[src/rtl/hrs_map.svh]
/*
 Register offsets, field positions, reset values and timing counts
 of the hot-runner setpoint sequencer. Assumes a 20 MHz pclk.
*/
`ifndef HRS_MAP_SVH
`define HRS_MAP_SVH
`define HRS_CTRL 12'h000
`define HRS_SP 12'h004
`define HRS_SP2 12'h008
`define HRS_SP_SU 12'h00C
`define HRS_SP_ACT 12'h010
`define HRS_BOOST_INC 12'h014
`define HRS_TIMES 12'h018
`define HRS_RAMP 12'h01C
`define HRS_FACTORS 12'h020
`define HRS_FILTER 12'h024
`define HRS_STATUS 12'h028
`define HRS_SETPOINTS 12'h02C
`define HRS_LAST_IDX 4'hB
// control word fields
`define HRS_C_HOTR 0
`define HRS_C_STARTUP_ENABLE 1
`define HRS_C_DERIVATIVE_PI_TYPE 2
`define HRS_C_BOOST 3
`define HRS_C_TUNE 4
`define HRS_C_STEP 5
`define HRS_C_MAN 6
`define HRS_C_SP2 7
`define HRS_C_OFF 8
`define HRS_C_BIF_LO 9
`define HRS_C_W 11
`define HRS_CTRL_RST 11'h000
// temperatures in 0.1 degree, factors in percent
`define HRS_SU_MARGIN 18'sh00014
`define HRS_SU_DROP 18'sh00190
`define HRS_MV_MAX 10'sh064
`define HRS_RAMP_DIV 24'h000258
`define HRS_FILT_MIN 16'h0003
`define HRS_FILT_MAX 16'h00FA
`define HRS_SU_FACTOR_RST 8'h0A
`define HRS_CYCLE_RST 16'h000A
// timing
`define HRS_CLK_HZ 20000000
`define HRS_PULSE_MS 100
`define HRS_TICK_CYC (`HRS_CLK_HZ / 1000 * `HRS_PULSE_MS)
`define HRS_TICKS_PER_S 4'h9
`define HRS_SLOTS 7'h63
`endif

[src/rtl/hrs_pkg.sv]
/*
 Types of the hot-runner setpoint sequencer.
 Takes no constants from hrs_map.svh; the enum encodings are defined here.
*/
package hrs_pkg;
    typedef enum logic [3:0] {
        ST_IDLE = 4'h1,
        ST_STARTUP = 4'h2,
        ST_DWELL = 4'h4,
        ST_RUN = 4'h8
    } su_state_t;
    typedef enum logic [1:0] {
        BI_NONE = 2'h0,
        BI_STARTUP = 2'h1,
        BI_BOOST = 2'h2,
        BI_FEEDFWD = 2'h3
    } bin_func_t;
    typedef enum logic [1:0] {
        MK_NONE = 2'h0,
        MK_RAMP = 2'h1,
        MK_BOOST = 2'h2
    } marker_t;
endpackage : hrs_pkg

[src/rtl/hot_runner_setpoint_sequencer.sv]
/*
 Setpoint and manipulated-variable sequencer with APB register slave.
 Assumes a PID core feeding pid_mv and a sensor feeding actual_value,
 both synchronous to pclk; temperatures in signed 0.1 degree steps.
*/
// The register offsets and the APB interface to the registers are this design's own decisions.
`include "hrs_map.svh"

module hot_runner_setpoint_sequencer #(
    parameter int TICK_CYCLES = `HRS_TICK_CYC
) (
    // apb slave
    input wire logic pclk,
    input wire logic presetn,
    input wire logic psel,
    input wire logic penable,
    input wire logic pwrite,
    input wire logic [11:0] paddr,
    input wire logic [31:0] pwdata,
    output logic [31:0] prdata,
    output logic pready,
    output logic pslverr,
    // process side
    input wire logic [15:0] actual_value,
    input wire logic [7:0] pid_mv,
    input wire logic binary_in,
    // actuator, control and display
    output logic heat_pulse,
    output logic [7:0] mv_out,
    output logic [15:0] control_sp,
    output logic [15:0] limit_ref_sp,
    output logic [15:0] display_sp,
    output logic [1:0] display_marker,
    output logic filter_enable
);
    typedef struct packed {
        logic [`HRS_C_W-1:0] ctrl;
        logic [15:0] sp;
        logic [15:0] sp2;
        logic [15:0] sp_su;
        logic [15:0] sp_act;
        logic [15:0] boost_inc;
        logic [9:0] dwell_s;
        logic [9:0] boost_s;
        logic [15:0] rise;
        logic [15:0] fall;
        logic [7:0] su_factor;
        logic [7:0] feedforward_offset;
        logic [15:0] oscillation_period;
        logic [15:0] cycle_time;
        hrs_pkg::su_state_t st;
        logic first;
        logic [31:0] tick_cnt;
        logic [3:0] dwell_tenth;
        logic [3:0] boost_tenth;
        logic [9:0] dwell_cnt;
        logic [9:0] boost_cnt;
        logic boosting;
        logic trig_prev;
        logic [15:0] ramp_sp;
        logic [23:0] ramp_acc;
        logic [15:0] prev_target;
        logic prev_sp2;
        logic prev_man;
        logic [31:0] slot_len;
        logic [15:0] sub;
        logic [6:0] slot;
        logic heat;
        logic [7:0] mv;
        logic [15:0] ctl_sp;
        logic [15:0] lim_sp;
        logic [15:0] disp_sp;
        hrs_pkg::marker_t marker;
        logic filt;
        logic [31:0] rdata;
        logic rdy;
        logic err;
    } state_t;

    state_t s_q, s_d;

    // act below ref minus margin, widened so no wrap
    function automatic logic below(input logic [15:0] act, input logic [15:0] ref_v,
                                   input logic signed [17:0] margin);
        below = $signed({{2{act[15]}}, act}) < ($signed({{2{ref_v[15]}}, ref_v}) - margin);
    endfunction : below

    function automatic logic [7:0] sat_mv(input logic signed [9:0] v);
        if (v > `HRS_MV_MAX) begin
            sat_mv = 8'(`HRS_MV_MAX);
        end else if (v < -`HRS_MV_MAX) begin
            sat_mv = 8'(-`HRS_MV_MAX);
        end else begin
            sat_mv = v[7:0];
        end
    endfunction : sat_mv

    logic tick, sec_tick, boost_sec, su_en, trig, ff_on, restart, wr, mapped;
    logic [15:0] target;
    logic [3:0] idx;
    hrs_pkg::bin_func_t bif;
    logic signed [9:0] mv_c;

    always_comb begin
        s_d = s_q;
        s_d.first = 1'b0;
        bif = hrs_pkg::bin_func_t'(s_q.ctrl[`HRS_C_BIF_LO +: 2]);
        idx = paddr[5:2];
        mapped = (paddr[11:6] == 6'h00) && (idx <= `HRS_LAST_IDX) && (paddr[1:0] == 2'h0);
        // tenth-second tick and whole seconds
        tick = (s_q.tick_cnt == 32'(TICK_CYCLES - 1));
        s_d.tick_cnt = tick ? 32'h0000_0000 : s_q.tick_cnt + 32'h0000_0001;
        // own tenths per timer, so a freshly entered phase counts a full first second
        sec_tick = tick && (s_q.dwell_tenth == `HRS_TICKS_PER_S);
        boost_sec = tick && (s_q.boost_tenth == `HRS_TICKS_PER_S);
        if (tick) begin
            s_d.dwell_tenth = sec_tick ? 4'h0 : s_q.dwell_tenth + 4'h1;
            s_d.boost_tenth = boost_sec ? 4'h0 : s_q.boost_tenth + 4'h1;
        end

        // register writes take effect on the access edge
        wr = psel && penable && s_q.rdy && pwrite && mapped;
        if (wr) begin
            case ({paddr[11:2], 2'h0})
                `HRS_CTRL: s_d.ctrl = pwdata[`HRS_C_W-1:0];
                `HRS_SP: s_d.sp = pwdata[15:0];
                `HRS_SP2: s_d.sp2 = pwdata[15:0];
                `HRS_SP_SU: s_d.sp_su = pwdata[15:0];
                `HRS_SP_ACT: s_d.sp_act = pwdata[15:0];
                `HRS_BOOST_INC: s_d.boost_inc = pwdata[15:0];
                `HRS_TIMES: begin
                    s_d.dwell_s = pwdata[9:0];
                    s_d.boost_s = pwdata[25:16];
                end
                `HRS_RAMP: begin
                    s_d.rise = pwdata[15:0];
                    s_d.fall = pwdata[31:16];
                end
                `HRS_FACTORS: begin
                    s_d.su_factor = pwdata[7:0];
                    s_d.feedforward_offset = pwdata[15:8];
                end
                `HRS_FILTER: begin
                    s_d.oscillation_period = pwdata[15:0];
                    s_d.cycle_time = pwdata[31:16];
                end
                default: ;
            endcase
        end

        // start-up sequence
        su_en = s_q.ctrl[`HRS_C_HOTR] && s_q.ctrl[`HRS_C_DERIVATIVE_PI_TYPE] &&
                (s_q.ctrl[`HRS_C_STARTUP_ENABLE] ||
                 (bif == hrs_pkg::BI_STARTUP && binary_in));
        if (sec_tick && s_q.dwell_cnt != 10'h3FF) begin
            s_d.dwell_cnt = s_q.dwell_cnt + 10'h001;
        end
        case (s_q.st)
            hrs_pkg::ST_IDLE: begin
                if (su_en && below(actual_value, s_q.sp_su, `HRS_SU_MARGIN)) begin
                    s_d.st = hrs_pkg::ST_STARTUP;
                end else begin
                    s_d.st = hrs_pkg::ST_RUN;
                end
            end
            hrs_pkg::ST_STARTUP: begin
                // no timeout: stays here while the exit is unreachable
                if (!su_en) begin
                    s_d.st = hrs_pkg::ST_RUN;
                end else if (below(s_q.sp_su, actual_value, -`HRS_SU_MARGIN)) begin
                    s_d.st = hrs_pkg::ST_DWELL;
                    s_d.dwell_cnt = 10'h000;
                    s_d.dwell_tenth = 4'h0;
                end
            end
            hrs_pkg::ST_DWELL, hrs_pkg::ST_RUN: begin
                if (su_en && below(actual_value, s_q.sp_su, `HRS_SU_DROP)) begin
                    s_d.st = hrs_pkg::ST_STARTUP;
                end else if (s_q.st == hrs_pkg::ST_DWELL &&
                             (!su_en || s_q.dwell_cnt >= s_q.dwell_s)) begin
                    s_d.st = hrs_pkg::ST_RUN;
                end
            end
            default: s_d.st = hrs_pkg::ST_IDLE;
        endcase
        if (s_q.ctrl[`HRS_C_OFF]) begin
            s_d.st = hrs_pkg::ST_IDLE;
        end

        // boost
        trig = s_q.ctrl[`HRS_C_BOOST] || (bif == hrs_pkg::BI_BOOST && binary_in);
        s_d.trig_prev = trig;
        if (boost_sec && s_q.boost_cnt != 10'h3FF) begin
            s_d.boost_cnt = s_q.boost_cnt + 10'h001;
        end
        if (!s_q.boosting && trig && !s_q.trig_prev && s_q.ctrl[`HRS_C_HOTR]) begin
            s_d.boosting = 1'b1;
            s_d.boost_cnt = 10'h000;
            s_d.boost_tenth = 4'h0;
        end else if (s_q.boosting && (!trig || s_q.boost_cnt >= s_q.boost_s ||
                                      !s_q.ctrl[`HRS_C_HOTR])) begin
            s_d.boosting = 1'b0;
        end

        // setpoint ramp, toward the unboosted target
        target = s_q.ctrl[`HRS_C_SP2] ? s_q.sp2 : s_q.sp;
        s_d.prev_target = target;
        s_d.prev_sp2 = s_q.ctrl[`HRS_C_SP2];
        s_d.prev_man = s_q.ctrl[`HRS_C_MAN];
        restart = s_q.first || (target != s_q.prev_target) ||
                  (s_q.ctrl[`HRS_C_SP2] && !s_q.prev_sp2) ||
                  (!s_q.ctrl[`HRS_C_MAN] && s_q.prev_man);
        if (restart) begin
            s_d.ramp_sp = actual_value;
            s_d.ramp_acc = 24'h000000;
        end else if ($signed(target) > $signed(s_q.ramp_sp)) begin
            if (s_q.rise == 16'h0000) begin
                s_d.ramp_sp = target;
            end else if (s_q.ramp_acc >= `HRS_RAMP_DIV) begin
                s_d.ramp_sp = s_q.ramp_sp + 16'h0001;
                s_d.ramp_acc = s_q.ramp_acc - `HRS_RAMP_DIV;
            end else if (tick) begin
                s_d.ramp_acc = s_q.ramp_acc + {8'h00, s_q.rise};
            end
        end else if ($signed(target) < $signed(s_q.ramp_sp)) begin
            if (s_q.fall == 16'h0000) begin
                s_d.ramp_sp = target;
            end else if (s_q.ramp_acc >= `HRS_RAMP_DIV) begin
                s_d.ramp_sp = s_q.ramp_sp - 16'h0001;
                s_d.ramp_acc = s_q.ramp_acc - `HRS_RAMP_DIV;
            end else if (tick) begin
                s_d.ramp_acc = s_q.ramp_acc + {8'h00, s_q.fall};
            end
        end else begin
            s_d.ramp_acc = 24'h000000;
        end

        // setpoints to control, limits and display
        case (s_q.st)
            hrs_pkg::ST_STARTUP: s_d.ctl_sp = s_q.sp_su;
            hrs_pkg::ST_DWELL: s_d.ctl_sp = s_q.sp_act;
            default: s_d.ctl_sp = s_q.ramp_sp + (s_q.boosting ? s_q.boost_inc : 16'h0000);
        endcase
        s_d.lim_sp = s_q.ramp_sp;
        s_d.disp_sp = target;
        if (s_q.boosting) begin
            s_d.marker = hrs_pkg::MK_BOOST;
        end else if (s_q.ramp_sp != target) begin
            s_d.marker = hrs_pkg::MK_RAMP;
        end else begin
            s_d.marker = hrs_pkg::MK_NONE;
        end
        s_d.filt = (s_q.oscillation_period >= `HRS_FILT_MIN) &&
                   (s_q.oscillation_period <= `HRS_FILT_MAX);

        // manipulated variable
        ff_on = (bif == hrs_pkg::BI_FEEDFWD) && !s_q.ctrl[`HRS_C_TUNE] &&
                !s_q.ctrl[`HRS_C_STEP];
        mv_c = {{2{pid_mv[7]}}, pid_mv};
        if (ff_on) begin
            mv_c = binary_in ? mv_c + {{2{s_q.feedforward_offset[7]}}, s_q.feedforward_offset}
                             : mv_c - {{2{s_q.feedforward_offset[7]}}, s_q.feedforward_offset};
        end
        if (s_q.st == hrs_pkg::ST_STARTUP && mv_c > $signed({{2{s_q.su_factor[7]}}, s_q.su_factor})) begin
            mv_c = {{2{s_q.su_factor[7]}}, s_q.su_factor};
        end
        s_d.mv = s_q.ctrl[`HRS_C_OFF] ? 8'h00 : sat_mv(mv_c);

        // pulse output: 100 slots per period; hot runner fixes the period at one tick
        s_d.slot_len = s_q.slot_len + 32'h0000_0001;
        if (s_q.slot_len >= 32'(TICK_CYCLES / 100 - 1)) begin
            s_d.slot_len = 32'h0000_0000;
            if (s_q.ctrl[`HRS_C_HOTR] || s_q.sub + 16'h0001 >= s_q.cycle_time) begin
                s_d.sub = 16'h0000;
                s_d.slot = (s_q.slot >= `HRS_SLOTS) ? 7'h00 : s_q.slot + 7'h01;
            end else begin
                s_d.sub = s_q.sub + 16'h0001;
            end
        end
        s_d.heat = !s_q.mv[7] && (s_q.mv > {1'b0, s_q.slot});

        // apb: data prepared in setup, ready in the first access cycle
        s_d.rdy = psel && !penable;
        s_d.err = psel && !penable && !mapped;
        s_d.rdata = 32'h0000_0000;
        if (psel && !penable && !pwrite && mapped) begin
            case ({paddr[11:2], 2'h0})
                `HRS_CTRL: s_d.rdata = 32'(s_q.ctrl);
                `HRS_SP: s_d.rdata = {16'h0000, s_q.sp};
                `HRS_SP2: s_d.rdata = {16'h0000, s_q.sp2};
                `HRS_SP_SU: s_d.rdata = {16'h0000, s_q.sp_su};
                `HRS_SP_ACT: s_d.rdata = {16'h0000, s_q.sp_act};
                `HRS_BOOST_INC: s_d.rdata = {16'h0000, s_q.boost_inc};
                `HRS_TIMES: s_d.rdata = {6'h00, s_q.boost_s, 6'h00, s_q.dwell_s};
                `HRS_RAMP: s_d.rdata = {s_q.fall, s_q.rise};
                `HRS_FACTORS: s_d.rdata = {16'h0000, s_q.feedforward_offset, s_q.su_factor};
                `HRS_FILTER: s_d.rdata = {s_q.cycle_time, s_q.oscillation_period};
                `HRS_STATUS: s_d.rdata = {20'h00000, s_q.filt, s_q.marker,
                                          s_q.boosting, s_q.heat, 3'h0, s_q.st};
                `HRS_SETPOINTS: s_d.rdata = {s_q.ctl_sp, s_q.ramp_sp};
                default: s_d.rdata = 32'h0000_0000;
            endcase
        end
    end

    always_ff @(posedge pclk or negedge presetn) begin
        if (!presetn) begin
            s_q <= '0;
            s_q.st <= hrs_pkg::ST_IDLE;
            s_q.first <= 1'b1;
            s_q.ctrl <= `HRS_CTRL_RST;
            s_q.su_factor <= `HRS_SU_FACTOR_RST;
            s_q.cycle_time <= `HRS_CYCLE_RST;
        end else begin
            s_q <= s_d;
        end
    end

    assign prdata = s_q.rdata;
    assign pready = s_q.rdy;
    assign pslverr = s_q.err;
    assign heat_pulse = s_q.heat;
    assign mv_out = s_q.mv;
    assign control_sp = s_q.ctl_sp;
    assign limit_ref_sp = s_q.lim_sp;
    assign display_sp = s_q.disp_sp;
    assign display_marker = s_q.marker;
    assign filter_enable = s_q.filt;
endmodule : hot_runner_setpoint_sequencer

[config.mk]
export PLATFORM = sky130hd
export DESIGN_NAME = hot_runner_setpoint_sequencer
export DESIGN_NICKNAME = d
export VERILOG_FILES = /design/src/rtl/hrs_pkg.sv /design/src/rtl/hot_runner_setpoint_sequencer.sv
export VERILOG_INCLUDE_DIRS = /design/src /design/src/rtl
export SDC_FILE = /design/constraint.sdc
export NUM_CORES = 1
export LEC_CHECK = 0
export BUFFER_PORTS_ARGS = -buffer_cell sky130_fd_sc_hd__buf_4
export CAP_MARGIN = 25
export CORE_UTILIZATION = 45
export CTS_BUF_LIST = sky130_fd_sc_hd__clkbuf_4 sky130_fd_sc_hd__clkbuf_8
export DETAILED_ROUTE_END_ITERATION = 10
export PLACE_DENSITY = 0.64
export SLEW_MARGIN = 25
export SYNTH_ARGS = -nofsm -noshare
export SYNTH_HDL_FRONTEND = slang
export SYNTH_SLANG_ARGS = --single-unit
[constraint.sdc]
create_clock -name pclk -period 5.2 [get_ports pclk]
set_input_delay 0.52 -clock pclk [delete_from_list [all_inputs] [get_ports pclk]]
set_output_delay 0.52 -clock pclk [all_outputs]
set_load 0.005 [all_outputs]
After elaboration in Yosys (flattened, before gate mapping) --
Cells that the tools add are included.
Word-level totals: bits in registers 449, input port bits 74, logic and storage cells 242
Operators by class: add/subtract/negate cells 19, order comparisons 18, equality and inequality tests 32, mux-type cells 54, reductions and logical operators 79
Operator list (count):
- $pmux 32 s12 | 1
- $mux 24 | 7
- $mux 16 | 8
- $mux 10 | 9
- $mux 40 | 2
- $add 32x1->32 const B | 2
- $mux 32 | 2
- $mux 55 | 1
- $lt 16x17->1 | 3
- $add 24x16->24 | 2
- $mux 4 | 12
- $eq 10x3->1 const B | 4
- $eq 10x4->1 const B | 4
- $sub 16x6->17 const B | 2
- $add 16x1->16 const B | 2
- $eq 32x21->1 const B | 1
- $ge 32x15->1 const B | 1
- $logic_and 1x1->1 | 32
- $logic_not 16->1 | 2
- $mux 8 | 4
- $ne 16x16->1 | 2
- $pmux 16 s2 | 1
- $ge 24x10->1 const B | 1
- $reduce_and 2->1 | 12
- 49 further kinds | 85

Logic depth before layout (Yosys ltp) --
depth in word-level cells 11, gate-level depth with buffers 20, depth with buffers taken out 20

Worst setup path after synthesis --
OpenSTA, ideal clock, no wires.
path type input port to flip-flop, start point in binary_in, end point reg s_q (netlist bit mv_out[0]), library setup time 88 ps, arrival 4229 ps, setup slack 883 ps, cell stages on the path 18, path buffers 1, cells stage by stage clkbuf_1 mux2_2 inv_1 fa_1 nand3b_1 a31oi_1 o22ai_1 mux2i_1 xor2_1 ha_1 or3b_2 o221ai_1 a21oi_1 o31a_1 mux2i_1 o211ai_1 a21o_1 nor3b_1
RTL lines:
- start: declaration | line hot_runner_setpoint_sequencer.sv:26 | input wire logic binary_in,
- end: declaration | line hot_runner_setpoint_sequencer.sv:80 | state_t s_q, s_d;

==> summary.md <==
| Metric | Value |
|---|---|
| Most used cell, CP | ha_1 |
| Period utilization | 0.9143 |
| Outcome | complete, no violations |
| Maximum VDD drop | 0.2066 mV |
| Number of synthesized register bits | about 450 |
| Maximum number of pins on one net before global-route repair | 136 |
| Number of synthesized flops with an enable pin | 0 |
| RR Endpoint | mv_out[5] |
| DIE AREA | 63,250 um^2 |
| Worst setup path category | reg2reg |
| Port Buffers | 167 |
| # setup viols final | 0 |
| Synth async-reset ratio | 1.000 |
| Post-Synth Simple-Gate Area | 0.1475 |
| Vias per cell | 6.096 |
| Design Area, Final | 31,580 um^2 |
| Routed len/inst | roughly 23 um |
| Total CTS buffers | between 80 and 90 |
| LEAKAGE | 14.89 nW |
| Skew-Pair Late Insertion Delay | 0.71 ns |
| Final WL | 90.48 mm |
| Area of the multi-input gates | 15,230 um^2 |
| Final Hold Fails | 0 |
| Final Skew | 0.05323 ns |
| Synth Instances | 2,880 |
| Detailed Routing Iterations Pass 1 | 5 |
| GRT Overall Usage | 0.2843 |
| Total negative slack | 0 ns |
| Root Driver | clkbuf_8 |
| Hold Crit Endpoint | pready |
| DR iter-0 viols | 2,187 |
| Routed via count | 23,780 |
| MaxCap Viol Count | 0 |
| Fillers | ~5,600 |
| Nets | 3,264 |
| Tightest Pin Transition | 1.094 ns |
| Cell variety after synth | 99 |
| Share of cells above drive strength 1 | 0.1967 |
| Die height | 251.5 um |
| CTS Sinks | 449 |
| Worst Hold Class | in2reg |
| CP max-delay cell | dfrtp_1 |
| Count of pins over their slew limit | 0 |
| Placed inst area | 29,700 um^2 |
| Register area | 11,240 um^2 |
| Worst-path clk slew | approximately 0.070 ns |
| Max incr delay on CP | 0.43 ns |
| Initial Util | 0.4548 |
| Critical Path RT | ~5.8 ns |
| Post-detail-place hpwl | approximately 67 mm |
| CTS Buffer Depth | 3 |
| Post-Synth Adder-Cell Area | 0.08799 |
| FP Rows | slightly above 90 |
| FF-to-FF setup slack | 0.45 ns |
| Avg Cell Area, Syn | 9.726 um^2 |
| Synth Area in Compound Gates | 0.1607 |
| Worst R2R Path Depth | 20 |
| Main flop type after synthesis | dfrtp_1 |
| Gpl congestion | 0.9591 |
| WHS Path Cells | 2 |
| Ys Warns | 0 |
| Die width | approximately 250 um |
| Drc violations | 0 |
| Max FO, Critical Path | 8 |
| CTS tree | yes |
| I/O pins | 168 |
| Critical Path Source Type | flip-flop |
| PwrDens | 291.8 nW/um^2 |
| Buf/Inv on CP | 2 |
| Core Util, Final | 0.5127 |
| Post-Syn Area | about 28,000 um^2 |
| Slew HR | 0.2698 |
| RSZ-0062 raised after global routing | false |
| Post-layout minimum cycle time | between 4 and 5 ns |
| Layout area overhead | 12.74% |
| Antenna viol nets, final | 0 |
| CTS H-Tree Depth | 3 |
| Core footprint | 61,600 um^2 |
| Top cell family by delay on the critical path | adder cells |
| Hold Path Origin | penable |
| Post-synthesis sequential area ratio | 0.4014 |
| R2R Path Start | s_q[306] |
| Antenna violations before repair | 6 |
| Largest family of logic cells by synthesized area | compound AO/OA/AOI/OAI gates |
| Post-Synth XOR/XNOR Area | 0.05534 |
| Cell Chain, Critical Path | inv_1 > ha_1 > nor3b_2 > nor2_1 > xnor2_1 > ha_1 > o21ai_0 > a31oi_1 > o22ai_1 > mux2i_1 > xor2_1 > ha_1 > or3b_2 > o221ai_1 > a21oi_1 > o31a_1 > buf_4 > mux2_2 > maj3_1 > nor2_1 |
| FMAX | roughly 0.21 GHz |
| Mux cell area share after synthesis | 0.08688 |
| Vias in the first global route | around 23,000 |
| GR Overflow Total | 0 |
| Data arrival, critical path | between 5 and 6 ns |
| First-pass GRT wire length | 138.3 mm |
| Worst Setup End Kind | flip-flop |
-- area by class of cell --
cell class,count,share of cell area
multi-input cells,2109,0.4821
inverters,126,0.01498
well taps,837,0.03316
flip-flops and latches,449,0.3560
repair buffers,229,0.05610
diodes,3,0.0002377
clock inverters,24,0.007329
clock buffers,123,0.05004
-- synth_stat cells (27+ instances only) --
cell | count | area, um^2
and2_1 | 31 | 193.9
dfrtp_1 | 443 | 11090
a21o_1 | 39 | 292.8
nand2_1 | 207 | 777.0
clkbuf_1 | 86 | 322.8
and3_1 | 42 | 262.8
ha_1 | 189 | 2365
a31oi_1 | 29 | 181.4
xor2_1 | 88 | 770.7
mux2i_1 | 44 | 440.4
nor3_1 | 75 | 375.4
mux2_2 | 170 | 1914
a21oi_1 | 121 | 605.6
buf_4 | 95 | 713.2
o21ai_0 | 169 | 845.8
xnor2_1 | 89 | 779.5
nand4_1 | 36 | 225.2
a22oi_1 | 68 | 510.5
inv_1 | 126 | 473.0
nor4_1 | 37 | 231.5
nand2b_1 | 27 | 168.9
nand3_1 | 74 | 370.4
nor2_1 | 207 | 777.0
-- layer usage --
layer  wire (um)  share of wire  vias to the layer above  track usage
li1            -              -                    10630            -
met1       38470           0.43                    11860       0.3851
met2       40860           0.45                     1076       0.4408
met3        7925          0.088                      208      0.06293
met4        3204          0.035                        2       0.1143
met5          13        0.00014                        -            0
-- registers in the layout, indices dropped and copies added, names as in the netlist, 2 cells and up --
name            flops
prdata             32
display_marker      2
mv_out              8
s_d                18
s_q               335
limit_ref_sp       16
display_sp         16
control_sp         16
bif                 2
-- timing repair --
| item | CTS | global route |
|---|---|---|
| buffers inserted | 0 | 0 |
| hold buffers | 1 | 0 |
| endpoints found under the setup margin | 0 | 7 |
| resized for setup | 0 | 2 |
| endpoints found under the hold margin | 69 | 0 |
-- power by group --
group | switching [W] | internal, W | leakage [nW]
logic | 0.000991 | 0.000641 | 8.15
clock network | 0.00161 | 0.00211 | 0.967
registers | 0.000227 | 0.00364 | 5.77
total | 0.00283 | 0.00639 | 14.9
-- worst reg2reg max path, stage by stage, from the launching register on --
cell	delay (ns)
dfrtp_1	0.43
inv_1	0.10
ha_1	0.16
nor3b_2	0.24
nor2_1	0.08
xnor2_1	0.13
ha_1	0.37
o21ai_0	0.13
a31oi_1	0.28
o22ai_1	0.14
mux2i_1	0.20
xor2_1	0.33
ha_1	0.32
or3b_2	0.21
o221ai_1	0.11
a21oi_1	0.13
o31a_1	0.25
buf_4	0.22
mux2_2	0.38
maj3_1	0.36
nor2_1	0.10
-- cell families (layout without fill, tap and decap cells) --
kind of cell | after synthesis | in the layout
muxes | 219 | 219
buffers and inverters | 339 | 502
AOI/OAI and AO/OA | 670 | 670
DFF | 449 | 449
xor gates and xnor gates | 177 | 177
adders and majority gates | 195 | 195
and+or+nand+nor | 830 | 830
other | 1 | 21
-- how the worst max path moves through the flow --
stage	start	to	slack, ns	cells after the start
final	s_q[306]	mv_out[5]	0.45	20
after global routing	s_q[306]	mv_out[0]	0.06	20
after CTS	s_q[306]	mv_out[0]	0.27	20
after detailed placement	s_q[306]	mv_out[0]	0.34	20
after global placement	s_q[306]	mv_out[0]	0.47	20
after floorplan	binary_in	mv_out[0]	0.88	18
-- cells in the final DEF, fill, tap and decap left out, drive strengths merged, types with 11 or more instances in the layout --
| cell | n |
|---|---|
| dfrtp | 443 |
| buf | 228 |
| nor2 | 209 |
| nand2 | 208 |
| ha | 189 |
| mux2 | 171 |
| o21ai | 170 |
| inv | 130 |
| clkbuf | 123 |
| a21oi | 121 |
| xnor2 | 89 |
| xor2 | 88 |
| nor3 | 78 |
| nand3 | 74 |
| a22oi | 68 |
| mux2i | 48 |
| and3 | 42 |
| nor4 | 42 |
| a21o | 39 |
| nand4 | 37 |
| and2 | 31 |
| a31oi | 29 |
| nand2b | 27 |
| a221oi | 26 |
| o211ai | 23 |
| o21a | 22 |
| or3 | 19 |
| conb | 18 |
| a22o | 16 |
| o31ai | 16 |
| clkinv | 16 |
| a211oi | 14 |
| o2bb2ai | 13 |
| o41ai | 11 |
| a222oi | 11 |
-- through the flow --
stage                     hold WS (ns)  setup slack, ns  power (W)  instances
final                          0.05784           0.4454   0.009216       3900
after floorplan                 0.2244           0.8833   0.004950       2897
after CTS                     0.006286           0.2724   0.009239       3896
after global placement          0.4576           0.4687   0.005457       3747
after detailed placement        0.4563           0.3419   0.005516       3748
after global routing           0.02770          0.05676   0.009631       3899
Power figures use the tool's default switching activity.
